## src/sle_regs.svh

```systemverilog
// Register offsets, field masks, reset values and timing counts
`ifndef SLE_REGS_SVH
`define SLE_REGS_SVH
`define SLE_ADDR_CTRL 8'h00
`define SLE_ADDR_ERR 8'h04
`define SLE_ADDR_PASV 8'h08
`define SLE_ADDR_STAT 8'h0C
`define SLE_ADDR_MASK 8'h10
`define SLE_ADDR_INFO 8'h14
`define SLE_CTRL_WMASK 32'h00001FFF
`define SLE_ERR_WMASK 32'h00001F1F
`define SLE_CTRL_RST 32'h00000000
`define SLE_ERR_RST 32'h00000000
`define SLE_PASV_RST 32'h00000000
`define SLE_STAT_RST 3'h0
`define SLE_MASK_RST 3'h0
`define SLE_ST_START 0
`define SLE_ST_DONE 1
`define SLE_ST_LINK 2
`define SLE_CLK_KHZ 40000
`define SLE_TICK_MS 25
`define SLE_FLK_T 8'h01
`define SLE_FAST_T 8'h02
`define SLE_SLOW_T 8'h08
`define SLE_SFL_ON 8'h08
`define SLE_SFL_PER 8'h30
`define SLE_PAUSE_T 8'h28
`define SLE_GAP_T 8'h50
`define SLE_BURST_N 6'h08
`endif

```

## src/sle_pkg.sv

```systemverilog
// Types for the fieldbus status LED encoder
package sle_pkg;
  typedef enum logic [2:0] {
    sle_init_state, sle_mailbox_only_state, sle_inputs_only_state,
    sle_full_run_state, sle_firmware_update_state
  } sle_node_type;
  typedef enum logic [1:0] {sle_no_peer, sle_linked, sle_active}
    sle_port_type;
  typedef enum logic [1:0] {sle_mode_off, sle_mode_run, sle_mode_stop,
    sle_mode_config} sle_mode_type;
  typedef enum logic [2:0] {sle_idle, sle_burst, sle_code, sle_pause,
    sle_reason, sle_gap} sle_seq_type;
  typedef struct packed {
    logic [18:0] rsvd;
    logic boot_usr_val;
    logic boot_usr_en;
    logic spare_val;
    logic spare_en;
    logic boot_fault;
    logic boot_done;
    sle_mode_type mode;
    sle_port_type port;
    sle_node_type node;
  } sle_ctrl_type;
  typedef struct packed {
    logic [18:0] rsvd_hi;
    logic [4:0] pos;
    logic [2:0] rsvd_lo;
    logic [4:0] code;
  } sle_err_type;
  typedef struct packed {
    logic psel;
    logic penable;
    logic pwrite;
    logic [7:0] paddr;
    logic [31:0] pwdata;
  } sle_apb_req_type;
  typedef struct packed {
    logic [31:0] prdata;
    logic pready;
    logic pslverr;
  } sle_apb_rsp_type;
endpackage

```

## src/sle_top.sv

```systemverilog
// Fieldbus node status LED encoder with APB registers
//
// Local design decisions: register access over APB and the placing of the registers.
`timescale 1ns/1ps
`include "sle_regs.svh"
module sle_top import sle_pkg::*; #(
  parameter int unsigned TICK_CYC = `SLE_TICK_MS * `SLE_CLK_KHZ
) (
  // Clock and reset
  input wire logic i_sys_clk,
  input wire logic i_arst_n,
  // APB slave
  input wire sle_apb_req_type i_apb,
  output sle_apb_rsp_type o_apb,
  // LED drives
  output logic o_state_led,
  output logic o_link_led,
  output logic o_mode_red,
  output logic o_mode_green,
  output logic o_mode_blue,
  output logic o_spare_led,
  output logic o_boot_led,
  output logic o_kbus_run_led,
  output logic o_kbus_err_led,
  // Interrupt
  output logic o_irq
);
  sle_ctrl_type ctrl_r;
  sle_err_type err_r;
  logic [31:0] pasv_r;
  logic [2:0] stat_r;
  logic [2:0] mask_r;
  sle_port_type port_q_r;
  logic [23:0] tcyc_r;
  logic tick_r;
  logic [7:0] bcnt_r;
  logic flk_r;
  sle_seq_type seq_r;
  logic [7:0] tcnt_r;
  logic [5:0] pcnt_r;
  logic lit_r;
  logic [5:0] code_n_r;
  logic [5:0] reason_n_r;
  logic ev_start_r, ev_done_r;
  logic [31:0] act;
  logic [5:0] reason_nxt;
  logic [7:0] hp;
  logic [5:0] tgt;
  logic setup, wr_en;
  logic [2:0] ev;

  assign setup = i_apb.psel && !i_apb.penable;
  assign wr_en = i_apb.psel && i_apb.penable && o_apb.pready &&
    i_apb.pwrite;

  // APB response, one wait-free access phase
  always_ff @(posedge i_sys_clk or negedge i_arst_n) begin
    if (!i_arst_n) begin
      o_apb <= '0;
    end else begin
      o_apb.pready <= setup;
      if (setup) begin
        o_apb.pslverr <= 1'b0;
        unique case (i_apb.paddr)
          `SLE_ADDR_CTRL: o_apb.prdata <= ctrl_r;
          `SLE_ADDR_ERR: o_apb.prdata <= err_r;
          `SLE_ADDR_PASV: o_apb.prdata <= pasv_r;
          `SLE_ADDR_STAT: o_apb.prdata <= {29'h0, stat_r};
          `SLE_ADDR_MASK: o_apb.prdata <= {29'h0, mask_r};
          `SLE_ADDR_INFO: o_apb.prdata <= {19'h0, seq_r,
            pcnt_r[3:0], reason_n_r};
          default: begin
            o_apb.prdata <= 32'h0;
            o_apb.pslverr <= 1'b1;
          end
        endcase
      end
    end
  end

  // Software writable registers
  always_ff @(posedge i_sys_clk or negedge i_arst_n) begin
    if (!i_arst_n) begin
      ctrl_r <= sle_ctrl_type'(`SLE_CTRL_RST);
      err_r <= sle_err_type'(`SLE_ERR_RST);
      pasv_r <= `SLE_PASV_RST;
      mask_r <= `SLE_MASK_RST;
    end else if (wr_en) begin
      if (i_apb.paddr == `SLE_ADDR_CTRL)
        ctrl_r <= sle_ctrl_type'(i_apb.pwdata & `SLE_CTRL_WMASK);
      if (i_apb.paddr == `SLE_ADDR_ERR)
        err_r <= sle_err_type'(i_apb.pwdata & `SLE_ERR_WMASK);
      if (i_apb.paddr == `SLE_ADDR_PASV)
        pasv_r <= i_apb.pwdata;
      if (i_apb.paddr == `SLE_ADDR_MASK)
        mask_r <= i_apb.pwdata[2:0];
    end
  end

  // Sticky status; a new event beats a same-cycle clear
  assign ev = {port_q_r != ctrl_r.port, ev_done_r, ev_start_r};
  always_ff @(posedge i_sys_clk or negedge i_arst_n) begin
    if (!i_arst_n) begin
      stat_r <= `SLE_STAT_RST;
      port_q_r <= sle_no_peer;
      o_irq <= 1'b0;
    end else begin
      port_q_r <= ctrl_r.port;
      if (wr_en && i_apb.paddr == `SLE_ADDR_STAT)
        stat_r <= (stat_r & ~i_apb.pwdata[2:0]) | ev;
      else
        stat_r <= stat_r | ev;
      o_irq <= |(stat_r & mask_r);
    end
  end
  always_ff @(posedge i_sys_clk or negedge i_arst_n) begin
    if (!i_arst_n) begin
      tcyc_r <= 24'h0;
      tick_r <= 1'b0;
    end else begin
      tick_r <= (tcyc_r == 24'(TICK_CYC - 1));
      tcyc_r <= (tcyc_r == 24'(TICK_CYC - 1)) ? 24'h0 : tcyc_r + 24'h1;
    end
  end
  // Free blink phase counters
  always_ff @(posedge i_sys_clk or negedge i_arst_n) begin
    if (!i_arst_n) begin
      bcnt_r <= 8'h0;
      flk_r <= 1'b0;
    end else if (tick_r) begin
      bcnt_r <= (bcnt_r == `SLE_SFL_PER - 8'h1) ? 8'h0 : bcnt_r + 8'h1;
      if (tcnt_r[0] || `SLE_FLK_T == 8'h01)
        flk_r <= !flk_r;
    end
  end
  generate
    for (genvar i = 0; i < 32; i++) begin : g_act
      assign act[i] = (i >= 1) && (5'(i) <= err_r.pos) && !pasv_r[i];
    end
  endgenerate
  always_comb begin
    reason_nxt = 6'h0;
    for (int j = 0; j < 32; j++)
      reason_nxt = reason_nxt + {5'h0, act[j]};
  end
  // Pulse target only matters in the three pulse phases
  assign tgt = (seq_r == sle_burst) ? `SLE_BURST_N :
    (seq_r == sle_code) ? code_n_r : reason_n_r;
  always_comb begin
    hp = 8'h1;
    unique case (seq_r)
      sle_burst: hp = `SLE_FAST_T;
      sle_code, sle_reason: hp = `SLE_SLOW_T;
      sle_pause: hp = `SLE_PAUSE_T;
      sle_gap: hp = `SLE_GAP_T;
      sle_idle: hp = 8'h1;
    endcase
  end

  always_ff @(posedge i_sys_clk or negedge i_arst_n) begin
    if (!i_arst_n) begin
      seq_r <= sle_idle;
      tcnt_r <= 8'h0;
      pcnt_r <= 6'h0;
      lit_r <= 1'b0;
      code_n_r <= 6'h0;
      reason_n_r <= 6'h0;
      ev_start_r <= 1'b0;
      ev_done_r <= 1'b0;
    end else begin
      ev_start_r <= 1'b0;
      ev_done_r <= 1'b0;
      if (err_r.code == 5'h0) begin
        seq_r <= sle_idle;
        lit_r <= 1'b0;
        tcnt_r <= 8'h0;
        pcnt_r <= 6'h0;
      end else if (tick_r) begin
        if (seq_r == sle_idle) begin
          seq_r <= sle_burst;
          lit_r <= 1'b1;
          tcnt_r <= 8'h0;
          pcnt_r <= 6'h0;
          code_n_r <= {1'b0, err_r.code};
          reason_n_r <= reason_nxt;
          ev_start_r <= 1'b1;
        end else if (tcnt_r != hp - 8'h1) begin
          tcnt_r <= tcnt_r + 8'h1;
        end else begin
          tcnt_r <= 8'h0;
          unique case (seq_r)
            sle_burst, sle_code, sle_reason: begin
              if (lit_r) begin
                lit_r <= 1'b0;
              end else if (pcnt_r != tgt - 6'h1) begin
                pcnt_r <= pcnt_r + 6'h1;
                lit_r <= 1'b1;
              end else begin
                pcnt_r <= 6'h0;
                if (seq_r == sle_burst) begin
                  seq_r <= sle_code;
                  lit_r <= 1'b1;
                end else if (seq_r == sle_code) begin
                  seq_r <= sle_pause;
                end else begin
                  seq_r <= sle_gap;
                end
              end
            end
            sle_pause: begin
              if (reason_n_r != 6'h0) begin
                seq_r <= sle_reason;
                lit_r <= 1'b1;
              end else begin
                seq_r <= sle_gap;
              end
            end
            sle_gap: begin
              seq_r <= sle_idle;
              ev_done_r <= 1'b1;
            end
            sle_idle: seq_r <= sle_idle;
          endcase
        end
      end
    end
  end

  // LED output flops
  always_ff @(posedge i_sys_clk or negedge i_arst_n) begin
    if (!i_arst_n) begin
      o_state_led <= 1'b0;
      o_link_led <= 1'b0;
      {o_mode_red, o_mode_green, o_mode_blue} <= 3'h0;
      o_spare_led <= 1'b0;
      o_boot_led <= 1'b1;
      o_kbus_run_led <= 1'b0;
      o_kbus_err_led <= 1'b0;
    end else begin
      unique case (ctrl_r.node)
        sle_init_state: o_state_led <= 1'b0;
        sle_mailbox_only_state: o_state_led <= bcnt_r[3];
        sle_inputs_only_state: o_state_led <= bcnt_r < `SLE_SFL_ON;
        sle_full_run_state: o_state_led <= 1'b1;
        sle_firmware_update_state: o_state_led <= flk_r;
        default: o_state_led <= 1'b0;
      endcase
      unique case (ctrl_r.port)
        sle_linked: o_link_led <= 1'b1;
        sle_active: o_link_led <= bcnt_r[1];
        default: o_link_led <= 1'b0;
      endcase
      o_mode_green <= ctrl_r.mode == sle_mode_run;
      o_mode_red <= ctrl_r.mode == sle_mode_stop;
      o_mode_blue <= ctrl_r.mode == sle_mode_config;
      o_spare_led <= ctrl_r.spare_en && ctrl_r.spare_val;
      if (ctrl_r.boot_usr_en)
        o_boot_led <= ctrl_r.boot_usr_val;
      else
        o_boot_led <= !ctrl_r.boot_done || ctrl_r.boot_fault;
      o_kbus_run_led <= err_r.code == 5'h0;
      o_kbus_err_led <= lit_r;
    end
  end
endmodule // sle_top

```

## config.mk

```make
export PLATFORM = sky130hd
export DESIGN_NAME = sle_top
export DESIGN_NICKNAME = d
export VERILOG_FILES = /design/src/sle_pkg.sv /design/src/sle_top.sv
export VERILOG_INCLUDE_DIRS = /design/src
export SDC_FILE = /design/constraint.sdc
export NUM_CORES = 1
export LEC_CHECK = 0
export BUFFER_PORTS_ARGS = -buffer_cell sky130_fd_sc_hd__buf_4
export CAP_MARGIN = 0
export CORE_MARGIN = 2
export CORE_UTILIZATION = 35
export DETAILED_ROUTE_END_ITERATION = 10
export PLACE_DENSITY_LB_ADDON = 0.1
export SYNTH_ARGS = -nofsm -noshare
export SYNTH_HDL_FRONTEND = slang
export SYNTH_SLANG_ARGS = --single-unit
```

## constraint.sdc

```tcl
create_clock -name i_sys_clk -period 13.6 [get_ports i_sys_clk]
set_input_delay 0.68 -clock i_sys_clk [delete_from_list [all_inputs] [get_ports i_sys_clk]]
set_output_delay 0.68 -clock i_sys_clk [all_outputs]
set_load 0.01 [all_outputs]
```

# Word-level counts from Yosys, hierarchy flattened
# Cells that the tools add are included.
# totals
wordCells	283
out_inout_bits	44
input_bits	45
register_bits	172
# op_classes
eq_ne	29
n_addsub	36
reduce_logical	91
bitwise_logic	6
magnitude_cmp	32
muxes	49
# op_table
operator	n
$pmux W32 S6	1
$add A6 B1 Y6	25
$le A5 B5 Y1 const A	16
$mux W6	9
$le A4 B5 Y1 const A	8
$mux W8	5
$pmux W8 S5	1
$logic_and A1 B1 Y1	37
$logic_not A1 Y1	34
$mux W3	9
$add A24 B1 Y24 const B	1
$eq A24 B20 Y1 const B	1
$mux W24	1
$le A3 B5 Y1 const A	4
$mux W1	19
$add A8 B1 Y8 const B	2
$eq A8 B4 Y1 const B	2
$eq A8 B5 Y1 const B	2
$eq A3 B2 Y1 const B	4
$ne A4 B4 Y1 const B	3
$reduce_and A4 Y1	3
$le A2 B5 Y1 const A	2
$eq A3 B3 Y1 const B	3
$pmux W3 S3	1
other kinds (39)	50

# Logic depth before layout (Yosys ltp)
# depth
ltp_word	32
ltp_mapped	21
depth_no_buf	19

# Worst setup path after synthesis
# OpenSTA, ideal clock, no wires.
# synth_path
path_type	register to register
start	register err_r[10] (netlist bit)
end	register reason_n_r[4]
path_slack_ns	7.907
setup_time_ns	0.135
path_buffers	2
required_time_ns	13.465
arrival_time_ns	5.558
stages_incl_launch_ff	22
period_less_slack_ns	5.693
cell_sequence	dfrtp_1 clkbuf_1 clkbuf_1 a31oi_1 or2_2 fa_1 inv_1 fa_1 inv_1 fa_1 fa_1 fa_1 inv_1 fa_1 fa_1 inv_1 fa_1 inv_1 a21o_1 a21oi_1 xor2_1 o21ai_0
# synth_between
elab_chain_cells	32
elab_cells_between_ends	92
classes_between	30 x add/sub; 31 x order compare; 31 x reduce/logical
# synth_lines
element	line_no	text
start, declared	sle_top.sv:29	sle_err_type err_r;
start signal, assigned	sle_top.sv:85	err_r <= sle_err_type'(`SLE_ERR_RST);
start signal, assigned	sle_top.sv:92	err_r <= sle_err_type'(i_apb.pwdata & `SLE_ERR_WMASK);
$le A1 B5 Y1 / $le A2 B5 Y1 (equally long branches)	sle_top.sv:138	assign act[i] = (i >= 1) && (5'(i) <= err_r.pos) && !pasv_r[i];
$logic_and A1 B1 Y1	sle_top.sv:138	
$add A1 B1 Y2	sle_top.sv:144	reason_nxt = reason_nxt + {5'h0, act[j]};
$add A2 B1 Y3	sle_top.sv:144	
$add A3 B1 Y4	sle_top.sv:144	
$add A4 B1 Y5	sle_top.sv:144	
$add A5 B1 Y6	sle_top.sv:144	
$add A6 B1 Y6 (24 in series)	sle_top.sv:144	
$add A6 B1 Y6 *	sle_top.sv:144	
end signal, assigned	sle_top.sv:185	reason_n_r <= reason_nxt;
end, declared	sle_top.sv:43	logic [5:0] reason_n_r;
# Mark *: on every way between the ends. The rest lies on a longest branch, timed or not.
# A chain may end at the register's enable or synchronous reset.

# Worst setup path in the final report
# layout_path
start	register err_r[11] (netlist bit)
end	register reason_n_r[4]
# The elaborated chain is that of the path after synthesis.

==> results.yml <==
worst_setup_path:
  r2r_cells: 17
  crit_path_start_kind: "flip-flop"
  cp_common_cell: "fa_1"
  path_cells: "nor2_1 -> or3b_2 -> fa_1 -> fa_1 -> fa_1 -> fa_1 -> fa_1 -> inv_1 -> fa_1 -> fa_1 -> inv_1 -> fa_1 -> inv_1 -> a21o_1 -> a21oi_1 -> xor2_1 -> o21ai_0"
  crit_buf_inv: 3
  timing.rr.end: "reason_n_r[4]$_DFFE_PN0P_"
  path_class: "flip-flop to flip-flop"
  crit_required_ns: 13.87
  cp.depth: 17
  r2r-start: "err_r[11]$_DFFE_PN0P_"
  crit_family: "adder cells"
  end_kind: "flip-flop"
  cpMaxStageDelayCell: "dfrtp_1"
  critPathArrivalTime_ns: 6.22
  crit_fanout: 17
  max_stage_delay_ns: 0.68
  rrSetupSlack_ns: 7.66
clocking:
  cts_sinks: 172
  post_cts_buffers: 0
  cts_tree: "done"
  cts_inserted_buffers: 17
  clk_latency_ns: 0.43
  htreeDepth: 4
  cts_max_path_buffers: 2
  clk_pin_slew_ns: 0.07
  cts_root_buf: "clkbuf_16"
  cts_resized: 0
  cts-hold-fix-buffers: 0
sta:
  setup_violations: 0
  slew_headroom: 0.3407
  rsz0062_at_grt: "false"
  skew_ns: 0.01551
  hold_viol: 0
  timing.final.crit_share: 0.4371
  maxSlewViolCount: 0
  worst_pin_slew_ns: 0.9868
  fin_ws_ns: 7.655
  max_freq_mhz: 168.2
  setup_tns_ns: 0
  period_minus_slack_ns: 5.945
cells_and_area:
  layout.nets: 1006
  drive_above_1_share: 0.2073
  n_antenna_cell: 0
  syn2layout_area_growth_pct: 16.75
  finalInstanceArea_um2: 10630
route:
  vias: 6464
  drt-wirelength-per-cell_um: 17.73
  drt-initial-drc-count: 438
  drcViolationCount: 0
  postRouteWirelength_mm: 22.54
  ant_nets: 0
  via_per_inst: 5.086
  drt_first_pass_iters: 5
yosys:
  synth_seq_cells: 172
  yosys_warnings: 0
  postSynthCellCount: 854
  ys.flop_type: "dfrtp_1"
  synth_edf_count: 0
  syn_nets: 937
  synthArstFlopShare: 1.000
  avgSynthCellArea_um2: 10.66
  synth_cell_type_count: 81
  netlist_area_um2: 9106
  ys_seq_area_frac: 0.4728
flow_run:
  cap_violations: 0
die:
  die_y_um: 165.3
  design.core.area_um2: 25840
  die_x_um: 165.3
  io_pins: 89
  num_rows: 59
  start_util: 0.3524
  die_area_um2: 27320
global_route:
  grt_pass1_wl_mm: 36.31
  grt_max_degree: 68
  grt_pass1_vias: 6463
  grt_overflow: 0
  antenna_found_initial: 0
  grt_util_all_layers: 0.1735
power_and_ir_drop:
  p_per_area_nw_per_um2: 101.0
  ir_worst_vdd_uv: 80.77
  leakagePower_uw: 0.005183
placed_design:
  place_ws_ns: 7.660
  numPortBuffers: 88
  place.gp.congestion: 0.8236
  dp.final_hpwl_mm: 16.13
  place_area_um2: 10020
outcome:
  status: "complete, no violations"
worst_hold_path:
  min_path_type: "primary input to async pin"
## cell usage in the layout, fill, tap and decap left out, types with 4 or more instances in the layout
cell type,n
dfrtp_1,171
nand2_1,99
buf_4,93
nor2_1,51
inv_1,39
nand3_1,39
mux2_2,39
a21oi_1,26
xnor2_1,25
xor2_1,25
o21ai_0,23
fa_1,23
mux2_1,22
clkbuf_16,17
a21o_1,16
ha_1,15
nor3_1,13
nor2b_1,13
and3_1,12
and2_1,11
nand4_1,11
a222oi_1,11
nor3b_1,8
nand2b_1,8
o21ai_1,8
or2_2,6
inv_6,6
a31oi_1,5
o21a_1,5
o21bai_1,5
nand3b_1,4
and4_1,4
inv_8,4
## report_power, final
group	switching [uW]	internal, uW	leakage, uW
logic	24.1	14.9	0.00255
clock network	237	282	0.000300
registers	2.64	513	0.00234
## layout make-up
cell class | count | area, um^2
inverters | 41 | 166.4
well taps | 335 | 419.2
flip-flops and latches | 172 | 4305
clock buffers | 17 | 425.4
clock inverters | 15 | 190.2
repair buffers | 94 | 709.4
multi-input cells | 597 | 4415
fillers | 2551 | 15210
## worst max path at each step
stage / startpoint / slack, ns / endpoint
3_5_place_dp: err_r[11]$_DFFE_PN0P_ / 7.66 / reason_n_r[4]$_DFFE_PN0P_
3_3_place_gp: err_r[11]$_DFFE_PN0P_ / 7.71 / reason_n_r[4]$_DFFE_PN0P_
6_report: err_r[11]$_DFFE_PN0P_ / 7.66 / reason_n_r[4]$_DFFE_PN0P_
2_1_floorplan: err_r[10]$_DFFE_PN0P_ / 7.91 / reason_n_r[4]$_DFFE_PN0P_
4_1_cts: err_r[11]$_DFFE_PN0P_ / 7.64 / reason_n_r[4]$_DFFE_PN0P_
5_1_grt: err_r[12]$_DFFE_PN0P_ / 7.33 / reason_n_r[4]$_DFFE_PN0P_
## cell families (layout without fill, tap and decap cells)
group,after synthesis,after routing,synth area share
and+or+nand+nor,307,307,0.1730
buffers and inverters,85,167,0.04314
muxes,63,63,0.07763
xor gates and xnor gates,50,50,0.04809
AOI/OAI and AO/OA,138,138,0.1131
DFF,172,172,0.4728
adders and majority gates,39,39,0.07227
## registers in the layout (all words and copies together), names as in the netlist, 5 cells and up
name / cells
bcnt_r: 8
reason_n_r: 6
err_r: 10
pasv_r: 32
code_n_r: 5
tcyc_r: 24
tcnt_r: 8
pcnt_r: 6
o_apb: 34
ctrl_r: 13
## Yosys cell counts (3+ instances only)
library cell,instances,share of area
nand2b_1,8,0.0055
nand3_1,39,0.021
and4_1,4,0.0038
xor2_1,25,0.024
nor4b_1,3,0.0029
xnor2_1,25,0.024
clkbuf_1,24,0.0099
a2bb2oi_1,3,0.0029
o2111ai_1,3,0.0029
mux2_1,22,0.027
dfrtp_1,171,0.47
o21bai_1,5,0.0041
nand3b_1,4,0.0033
nand4_1,11,0.0076
o21ai_1,8,0.0044
a21o_1,16,0.013
o31ai_1,3,0.0025
mux2_2,39,0.048
nor2_1,51,0.021
a221oi_1,3,0.0029
o21ai_0,23,0.013
buf_2,10,0.0055
a22o_1,3,0.0029
a21oi_1,26,0.014
inv_1,39,0.016
or3_1,3,0.0021
a31oi_1,5,0.0034
buf_4,5,0.0041
ha_1,15,0.021
a22oi_1,3,0.0025
o21a_1,5,0.0041
and3_1,12,0.0082
or2_2,6,0.0041
fa_1,23,0.051
or3b_2,3,0.0029
nor3b_1,8,0.0066
buf_6,4,0.0049
nor2b_1,14,0.0096
nand2_1,99,0.041
and2_1,11,0.0076
a222oi_1,11,0.012
nor3_1,13,0.0071
a221oi_2,3,0.0049
## stage by stage
stage	hold WS, ns	power [uW]	instances	utilization
after detailed placement	0.4199	567.0	1239	0.3877
final	0.2600	1074	1271	0.4115
after global placement	0.4087	567.0	1239	0.3877
after floorplan	0.3844	536.2	854	-
after CTS	0.2856	1089	1271	0.4115
after global routing	0.3102	1117	1271	0.4115
## metal layers
metal | vias up | track usage | part of all wire
met5 | - | 0 | 0
met4 | 0 | 0.03448 | 0.0065
met3 | 9 | 0.03746 | 0.039
met2 | 102 | 0.2633 | 0.45
met1 | 3226 | 0.2562 | 0.50
li1 | 3127 | - | -
## worst reg2reg max path, stage by stage, from the launching register on
cell and delay [ns]:
dfrtp_1 0.68, nor2_1 0.20, or3b_2 0.49, fa_1 0.50, fa_1 0.52, fa_1 0.55, fa_1 0.44, fa_1 0.54
inv_1 0.05, fa_1 0.50, fa_1 0.45, inv_1 0.08, fa_1 0.19, inv_1 0.05, a21o_1 0.14, a21oi_1 0.17
xor2_1 0.16, o21ai_0 0.08
(Power assumes the default switching activity.)
